===== src/logic/wdc_pkg.sv =====
package wdc_pkg;
    localparam logic [7:0] CTRL_OFS = 8'h00;
    localparam logic [7:0] STAT_OFS = 8'h01;
    localparam logic [7:0] EVT_OFS = 8'h02;
    localparam logic [7:0] MASK_OFS = 8'h03;

    localparam int WIN_LSB = 4;
    localparam int PER_LSB = 0;
    localparam int LOCK_BIT = 7;
    localparam int BUSY_BIT = 0;
    localparam logic [7:0] STAT_RST = 8'h00;
    localparam logic [7:0] CTRL_RST = 8'h00;
    localparam logic [2:0] EVT_RST = 3'h0;
    localparam logic [2:0] MASK_RST = 3'h0;

    localparam int EVT_TIMEOUT = 0;
    localparam int EVT_EARLY = 1;
    localparam int EVT_SYNCED = 2;

    localparam logic [3:0] SEL_OFF = 4'h0;
    localparam logic [3:0] SEL_MAX = 4'hb;
    localparam logic [13:0] BASE_TICKS = 14'h0008;
    localparam int CNT_W = 14;

    localparam int CLK_HZ = 100_000_000;
    localparam int TICK_HZ = 1024;
    localparam int TICK_DIV_CYC = CLK_HZ / TICK_HZ;
    localparam int SYNC_TICKS = 2;
    localparam logic [2:0] GUARD_WIN_CYC = 3'h4;

    typedef struct packed {
        logic [7:0] addr;
        logic [7:0] wdata;
        logic wr;
        logic rd;
    } wdc_bus_type;

    typedef enum logic [1:0] {WDC_OFF, WDC_OPEN, WDC_CLOSED} wdc_state_type;
    typedef enum logic {WDC_BOOT, WDC_RUN} wdc_boot_type;
endpackage


===== src/logic/wdc_tick_div.sv =====
`timescale 1ns/1ns
`default_nettype none
module wdc_tick_div #(
    parameter int DIV = wdc_pkg::TICK_DIV_CYC
) (
    input wire logic clk,
    input wire logic rst,
    output logic tick
);
    logic [31:0] cnt_r;
    logic [31:0] cnt_nxt;
    logic tick_nxt;

    // one-cycle enable standing in for the slow tick clock
    always_comb begin
        tick_nxt = 1'b0;
        cnt_nxt = cnt_r + 32'h1;
        if (cnt_r >= 32'(DIV - 1)) begin
            cnt_nxt = 32'h0;
            tick_nxt = 1'b1;
        end
    end

    always_ff @(posedge clk) begin
        if (rst) begin
            cnt_r <= 32'h0;
            tick <= 1'b0;
        end else begin
            cnt_r <= cnt_nxt;
            tick <= tick_nxt;
        end
    end
endmodule
`default_nettype wire


===== src/logic/wdc_top.sv =====
// Our own choice: the plain strobed port.
`timescale 1ns/1ns
`default_nettype none
// Summary of operation
// control: closed-window select in bits 7:4, timeout select in bits 3:0
// nonzero window code enables window mode; codes 1..11 give 8..8192 ticks closed
// nonzero timeout code enables watchdog; codes 1..11 give 8..8192 ticks
// in window mode the timeout code sets the open window length
// freeze bit set makes both control fields read-only
// software may set the freeze bit (status bit 7); zero leaves it outside debug mode
// freeze bit clears only while debug mode is active
// nonzero timeout code after boot load sets the freeze bit
// freeze bit writes need the change-guard unlock
// control write sets crossing pending (status bit 0) during transfer
// crossing pending clears when transfer into tick domain completes
// crossing pending is not under change-guard
// status register at 0x01 resets to zero
// control register is loaded from the boot config fuse
// missing kick before timeout issues a system reset
// kick in closed window resets at once; open follows closed
// counters advance on the slow tick of about 1.024 kHz
// control writes only accepted shortly after a change-guard unlock
// select codes above 0xB behave as the longest duration
module wdc_top #(
    parameter int TICK_DIV = wdc_pkg::TICK_DIV_CYC
) (
    input wire logic REF_CLK,
    input wire logic SYS_RST,
    input wire logic [7:0] ADDR,
    input wire logic [7:0] WDATA,
    input wire logic WR_EN,
    input wire logic RD_EN,
    output logic [7:0] RDATA,
    input wire logic [7:0] FUSE_CFG,
    input wire logic FUSE_DONE,
    input wire logic GUARD_UNLOCK,
    input wire logic DEBUG_MODE,
    input wire logic KICK,
    output logic SYS_RESET_REQ,
    output logic IRQ
);
    wdc_pkg::wdc_bus_type bus;
    logic tick;
    logic xfer_start;
    logic busy;
    logic xfer_done;

    assign bus = '{addr: ADDR, wdata: WDATA, wr: WR_EN, rd: RD_EN};

    function automatic logic [13:0] sel_ticks(input logic [3:0] code);
        logic [3:0] c;
        c = (code > wdc_pkg::SEL_MAX) ? wdc_pkg::SEL_MAX : code;
        if (c == wdc_pkg::SEL_OFF) begin
            sel_ticks = wdc_pkg::BASE_TICKS;
        end else begin
            sel_ticks = wdc_pkg::BASE_TICKS << (c - 4'h1);
        end
    endfunction

    wdc_tick_div #(.DIV(TICK_DIV)) u_div (
        .clk(REF_CLK),
        .rst(SYS_RST),
        .tick(tick)
    );

    wdc_xfer #(.TICKS(wdc_pkg::SYNC_TICKS)) u_xfer (
        .clk(REF_CLK),
        .rst(SYS_RST),
        .start(xfer_start),
        .tick(tick),
        .busy(busy),
        .done(xfer_done)
    );

    // ---- configuration registers ----
    wdc_pkg::wdc_boot_type boot_r, boot_nxt;
    logic [7:0] ctrl_r, ctrl_nxt;
    logic [7:0] act_r, act_nxt;
    logic lock_r, lock_nxt;
    logic [2:0] guard_r, guard_nxt;
    logic guard_open;
    logic boot_load;
    logic wr_ctrl;
    logic wr_stat;

    assign guard_open = (guard_r != 3'h0);
    assign boot_load = (boot_r == wdc_pkg::WDC_BOOT) && FUSE_DONE;
    assign wr_ctrl = bus.wr && (bus.addr == wdc_pkg::CTRL_OFS);
    assign wr_stat = bus.wr && (bus.addr == wdc_pkg::STAT_OFS);
    // writes during an ongoing transfer are dropped
    assign xfer_start = wr_ctrl && guard_open && !lock_r && !busy;

    always_comb begin
        boot_nxt = boot_r;
        ctrl_nxt = ctrl_r;
        act_nxt = act_r;
        lock_nxt = lock_r;
        guard_nxt = (guard_r != 3'h0) ? guard_r - 3'h1 : 3'h0;
        if (GUARD_UNLOCK) begin
            guard_nxt = wdc_pkg::GUARD_WIN_CYC;
        end
        if (boot_load) begin
            boot_nxt = wdc_pkg::WDC_RUN;
            ctrl_nxt = FUSE_CFG;
            act_nxt = FUSE_CFG;
            lock_nxt = (FUSE_CFG[wdc_pkg::PER_LSB +: 4] != wdc_pkg::SEL_OFF);
        end else begin
            if (xfer_start) begin
                ctrl_nxt = bus.wdata;
            end
            if (xfer_done) begin
                act_nxt = ctrl_r;
            end
            if (wr_stat && guard_open) begin
                if (bus.wdata[wdc_pkg::LOCK_BIT]) begin
                    lock_nxt = 1'b1;
                end else if (DEBUG_MODE) begin
                    lock_nxt = 1'b0;
                end
            end
        end
    end

    always_ff @(posedge REF_CLK) begin
        if (SYS_RST) begin
            boot_r <= wdc_pkg::WDC_BOOT;
            ctrl_r <= wdc_pkg::CTRL_RST;
            act_r <= wdc_pkg::CTRL_RST;
            lock_r <= 1'b0;
            guard_r <= 3'h0;
        end else begin
            boot_r <= boot_nxt;
            ctrl_r <= ctrl_nxt;
            act_r <= act_nxt;
            lock_r <= lock_nxt;
            guard_r <= guard_nxt;
        end
    end

    // ---- watchdog counter, runs on the applied copy ----
    wdc_pkg::wdc_state_type st_r, st_nxt;
    logic [13:0] cnt_r, cnt_nxt;
    logic kick_r, kick_nxt;
    logic rst_nxt;
    logic early_ev;
    logic tmo_ev;
    logic [3:0] per_sel;
    logic [3:0] win_sel;
    logic [13:0] cnt_inc;
    logic [13:0] lim;

    assign per_sel = act_r[wdc_pkg::PER_LSB +: 4];
    assign win_sel = act_r[wdc_pkg::WIN_LSB +: 4];
    assign cnt_inc = cnt_r + 14'h1;
    // the open window and the normal timeout share the timeout code
    assign lim = (st_r == wdc_pkg::WDC_CLOSED) ? sel_ticks(win_sel) : sel_ticks(per_sel);

    always_comb begin
        st_nxt = st_r;
        cnt_nxt = cnt_r;
        kick_nxt = kick_r || KICK;
        rst_nxt = 1'b0;
        early_ev = 1'b0;
        tmo_ev = 1'b0;
        if (per_sel == wdc_pkg::SEL_OFF || boot_r == wdc_pkg::WDC_BOOT) begin
            st_nxt = wdc_pkg::WDC_OFF;
            cnt_nxt = 14'h0;
            kick_nxt = 1'b0;
        end else if (DEBUG_MODE || xfer_done || st_r == wdc_pkg::WDC_OFF) begin
            // restart with a plain timeout; window starts at the first kick
            st_nxt = wdc_pkg::WDC_OPEN;
            cnt_nxt = 14'h0;
            kick_nxt = 1'b0;
        end else if (tick) begin
            kick_nxt = KICK;
            cnt_nxt = cnt_inc;
            if (kick_r && st_r == wdc_pkg::WDC_CLOSED) begin
                rst_nxt = 1'b1;
                early_ev = 1'b1;
                st_nxt = wdc_pkg::WDC_OPEN;
                cnt_nxt = 14'h0;
            end else if (kick_r) begin
                cnt_nxt = 14'h0;
                st_nxt = (win_sel != wdc_pkg::SEL_OFF) ? wdc_pkg::WDC_CLOSED
                                                       : wdc_pkg::WDC_OPEN;
            end else if (cnt_inc >= lim) begin
                cnt_nxt = 14'h0;
                if (st_r == wdc_pkg::WDC_CLOSED) begin
                    st_nxt = wdc_pkg::WDC_OPEN;
                end else begin
                    rst_nxt = 1'b1;
                    tmo_ev = 1'b1;
                    st_nxt = wdc_pkg::WDC_OPEN;
                end
            end
        end
    end

    always_ff @(posedge REF_CLK) begin
        if (SYS_RST) begin
            st_r <= wdc_pkg::WDC_OFF;
            cnt_r <= 14'h0;
            kick_r <= 1'b0;
            SYS_RESET_REQ <= 1'b0;
        end else begin
            st_r <= st_nxt;
            cnt_r <= cnt_nxt;
            kick_r <= kick_nxt;
            SYS_RESET_REQ <= rst_nxt;
        end
    end

    // ---- event status, mask, interrupt and read port ----
    logic [2:0] evt_r, evt_nxt;
    logic [2:0] mask_r, mask_nxt;
    logic [2:0] evt_set;
    logic irq_nxt;
    logic [7:0] rd_nxt;

    assign evt_set = {xfer_done, early_ev, tmo_ev};

    always_comb begin
        mask_nxt = mask_r;
        evt_nxt = evt_r;
        if (bus.rd && bus.addr == wdc_pkg::EVT_OFS) begin
            evt_nxt = 3'h0;
        end
        evt_nxt = evt_nxt | evt_set;
        if (bus.wr && bus.addr == wdc_pkg::MASK_OFS) begin
            mask_nxt = bus.wdata[2:0];
        end
        irq_nxt = |(evt_nxt & mask_nxt);
        rd_nxt = 8'h00;
        if (bus.rd) begin
            case (bus.addr)
                wdc_pkg::CTRL_OFS: rd_nxt = ctrl_r;
                wdc_pkg::STAT_OFS: rd_nxt = {lock_r, 6'h00, busy};
                wdc_pkg::EVT_OFS: rd_nxt = {5'h00, evt_r};
                wdc_pkg::MASK_OFS: rd_nxt = {5'h00, mask_r};
                default: rd_nxt = 8'h00;
            endcase
        end
    end

    always_ff @(posedge REF_CLK) begin
        if (SYS_RST) begin
            evt_r <= wdc_pkg::EVT_RST;
            mask_r <= wdc_pkg::MASK_RST;
            IRQ <= 1'b0;
            RDATA <= 8'h00;
        end else begin
            evt_r <= evt_nxt;
            mask_r <= mask_nxt;
            IRQ <= irq_nxt;
            RDATA <= rd_nxt;
        end
    end
endmodule
`default_nettype wire


===== src/logic/wdc_xfer.sv =====
`timescale 1ns/1ns
`default_nettype none
module wdc_xfer #(
    parameter int TICKS = wdc_pkg::SYNC_TICKS
) (
    input wire logic clk,
    input wire logic rst,
    input wire logic start,
    input wire logic tick,
    output logic busy,
    output logic done
);
    logic [3:0] cnt_r;
    logic [3:0] cnt_nxt;
    logic busy_nxt;
    logic done_nxt;

    // transfer into the tick domain completes after TICKS slow ticks
    always_comb begin
        cnt_nxt = cnt_r;
        busy_nxt = busy;
        done_nxt = 1'b0;
        if (start && !busy) begin
            busy_nxt = 1'b1;
            cnt_nxt = 4'h0;
        end else if (busy && tick) begin
            cnt_nxt = cnt_r + 4'h1;
            if (cnt_r == 4'(TICKS - 1)) begin
                busy_nxt = 1'b0;
                done_nxt = 1'b1;
            end
        end
    end

    always_ff @(posedge clk) begin
        if (rst) begin
            cnt_r <= 4'h0;
            busy <= 1'b0;
            done <= 1'b0;
        end else begin
            cnt_r <= cnt_nxt;
            busy <= busy_nxt;
            done <= done_nxt;
        end
    end
endmodule
`default_nettype wire


===== config.mk =====
export PLATFORM = sky130hd
export DESIGN_NAME = wdc_top
export DESIGN_NICKNAME = d
export VERILOG_FILES = /design/src/logic/wdc_pkg.sv /design/src/logic/wdc_tick_div.sv /design/src/logic/wdc_top.sv /design/src/logic/wdc_xfer.sv
export SDC_FILE = /design/constraint.sdc
export NUM_CORES = 1
export LEC_CHECK = 0
export BUFFER_PORTS_ARGS = -buffer_cell sky130_fd_sc_hd__buf_4
export CORE_MARGIN = 3
export CORE_UTILIZATION = 51
export CTS_BUF_LIST = sky130_fd_sc_hd__clkbuf_16
export DETAILED_ROUTE_END_ITERATION = 8
export PLACE_DENSITY = 0.78
export SYNTH_ARGS = -nofsm -noshare
export SYNTH_HDL_FRONTEND = slang
export SYNTH_HIERARCHICAL = 1
export SYNTH_SLANG_ARGS = --single-unit

===== constraint.sdc =====
create_clock -name REF_CLK -period 2.8 [get_ports REF_CLK]
set_input_delay 0.14 -clock REF_CLK [delete_from_list [all_inputs] [get_ports REF_CLK]]
set_output_delay 0.14 -clock REF_CLK [all_outputs]
set_load 0.03 [all_outputs]

==> flow_metrics.tcl <==
set metrics [dict create \
    status "complete, no violations" \
    postLayoutCoreUtil_pct 64.6 \
    required_ns 3.03 \
    gp_congestion 0.898 \
    worstSetupStartpointType "flop" \
    final_cell_mix "dfxtp_1, buf_4, nor2_1" \
    p_comb_share_pct 8.4 \
    swShare_pct 25.8 \
    hold_violations 0 \
    final_common_cell "dfxtp_1" \
    synthArstFlopShare_pct 0 \
    core_sq_mm 0.00846 \
    synth_edf_count 0 \
    ys.flop_type "dfxtp_1" \
    slowest_stage "a2111oi_4" \
    finalSetupTns_ns 0 \
    dr.pass1.iters 4 \
    cap_violations 0 \
    setup_slack_ns 0.0715 \
    synth_warnings 6 \
    synth.top_cell.area_share_pct 40.6 \
    num_antenna_cells 0 \
    min_period_over_period_pct 97.4 \
    fmax_mhz 367 \
    endpoint_kind "flop" \
    syn2layout_area_growth_pct 19.4 \
    track_usage_pct 20.6 \
    dieArea_sq_mm 0.0102 \
    row_count 33 \
    synth_seq_area_share_pct 40.6 \
    worstSetupPathType "flop to flop" \
    antenna_found_initial 0 \
    htree_num_levels 3 \
    cts-buffers-inserted 9 \
    clock-sinks 93 \
    cts_tree "done" \
    powerDensity_mw_per_mm2 517 \
    grt_pass1_wl_um 16700 \
    layout-drive-gt1-share_pct 23.7 \
    vdd_drop_max_uv 326 \
    power_frac_clock_pct 42.4 \
    grt_start_max_net_pins 36 \
    clk_path_buf_depth 2 \
    netlist_area_sq_mm 0.00458 \
    critPathMaxFanout 6 \
    drtIter0Drc 215 \
    yosysUniqueCellTypes 73 \
    initial_core_util_pct 54.1 \
    hold_path_class "primary input to flop" \
    crit_arrival_ns 2.96 \
    synth-seq-cells 93 \
    dp_hpwl_um 7210 \
    final_max_slew_viol_count 0 \
    drcViolationCount 0 \
    p_leak_nw 2.03 \
    slew_headroom_pct 38.6 \
    clock_latency_ns 0.35 \
    drtAntennaViolNets 0 \
    power_frac_seq_pct 49.2 \
    path_clk_slew_ns 0.07 \
    wl_per_cell_um 15.8 \
    die_h_um 101 \
    root_buffer "clkbuf_16" \
    wl_um 10200 \
    syn_area_per_cell_sq_um 9.71 \
    p_switching_mw 0.729 \
    finalPower_mw 2.83 \
    yosys-top-cells-area "dfxtp_1, ha_1, mux2i_1" \
    final_area_sq_mm 0.00547 \
    num_io_pins 42 \
    max_slew.worst_pin.slew_ns 0.921 \
    path_cells "inv_1, nand2_2, nand2_1, nor2_1, a31oi_1, ha_1, a21oi_1, a2111oi_4, a2111o_1, nor2_4, a221o_1" \
    intPower_mw 2.10 \
    place_ws_ns -0.101 \
    slowest_delay_ns 0.48 \
    die_x_um 101 \
    min_period_ns 2.73 \
    final_cells 646 \
    finClkSkew_ns 0.00998 \
    portBuffers 41 \
    nNetsFinal 586 \
    post_dp_cell_area_sq_mm 0.00504 \
    syn-instance-count 472 \
    finalSetupViolations 0 \
    hold_ws_ns 0.0125 \
    dpl.cell_count 627 \
    vias 3691 \
    grt_pass1_vias 3581 \
    yosysTopAreaCell "dfxtp_1" \
    grt_overflow_total 0 \
    viasPerCell 5.71 \
]
path summary, 6_finish.rpt:
check                           slack (ns)  depth (start not counted)  startpoint          to
worst min register to register        0.42                          1  guard_r[0]  guard_r[0]
worst min-delay path                  0.01                          3        KICK      kick_r
worst max register to register        0.07                         11     st_r[0]    cnt_r[5]
worst max-delay path                  0.07                         11     st_r[0]    cnt_r[5]
cell type report:
type | instances | area (sq um)
well taps | 105 | 131
repair buffers | 58 | 438
fillers | 660 | 3000
flip-flops and latches | 93 | 1870
clock inverters | 7 | 73.8
clock buffers | 9 | 225
inverters | 11 | 41.3
multi-input cells | 363 | 2690
registers in the layout, indices dropped and copies added (netlist names), 2 cells and up:
register and flops:
u_div/cnt_r 32, cnt_r 14, RDATA 8, act_r 8, ctrl_r 8, u_xfer/cnt_r 4, evt_r 3, guard_r 3
mask_r 3, st_r 2
power by group through the flow:
| stage | Clock, mW | Sequential (mW) | Combinational (mW) |
|---|---|---|---|
| 3_5_place_dp | 0 | 1.42 | 0.216 |
| 5_1_grt | 1.27 | 1.40 | 0.260 |
| 6_report | 1.20 | 1.39 | 0.238 |
| 2_1_floorplan | 0 | 1.41 | 0.144 |
| 3_3_place_gp | 0 | 1.42 | 0.211 |
| 4_1_cts | 1.23 | 1.39 | 0.222 |
cell usage after synthesis, types with 2 or more instances:
| cell type | instances |
|---|---|
| dfxtp_1 | 93 |
| nor2_1 | 41 |
| a21oi_1 | 32 |
| nand2_1 | 28 |
| xnor2_1 | 23 |
| mux2i_1 | 21 |
| nor4_1 | 21 |
| ha_1 | 18 |
| nand3_1 | 15 |
| inv_1 | 11 |
| nor3_1 | 11 |
| nand4_1 | 10 |
| a22o_1 | 8 |
| a22oi_1 | 8 |
| clkbuf_1 | 8 |
| o21bai_1 | 8 |
| nor2b_1 | 7 |
| nor4_2 | 7 |
| and2_1 | 6 |
| buf_6 | 6 |
| xor2_1 | 6 |
| o21ai_0 | 5 |
| or3_1 | 5 |
| a31oi_1 | 4 |
| a32oi_1 | 4 |
| nand2b_1 | 4 |
| nor4b_1 | 4 |
| and3_1 | 3 |
| buf_2 | 3 |
| nor3b_1 | 3 |
| or4_1 | 3 |
| a211oi_1 | 2 |
| and4b_1 | 2 |
| mux2_2 | 2 |
| o211ai_1 | 2 |
metal layers:
layer  vias to the layer above  wire (um)  track usage, %
li1                       1855          -               -
met1                      1746       4540            26.8
met2                        77       5100            34.5
met3                        13        432            4.71
met4                         0        126            5.18
met5                         -          0               0
worst max-delay path, delay by kind of cell (launching register included):
family                   cells  cell delay (ns)
AO/OA/AOI/OAI                5             1.31
AND/OR/NAND/NOR              4             0.55
flip-flops                   1             0.37
adder cells (fa/ha/maj)      1             0.32
buffers and inverters        1             0.08
logic make-up after synthesis:
family / synth area share, %
simple gates: 24.2
compound gates: 14.9
mux: 5.57
fa+ha+maj: 4.92
flops: 40.6
xor+xnor: 5.54
buf+inv: 4.18
other cells: 0.0818
what timing repair did:
item                                    CTS  global route
endpoints found under the setup margin   16            18
setup buffers                             0             1
endpoints found under the hold margin     2             0
resized for setup                         4            28
pin swaps                                 3             8
hold buffers                              1             0
gates cloned                              1             0
Power figures use the tool's default switching activity.
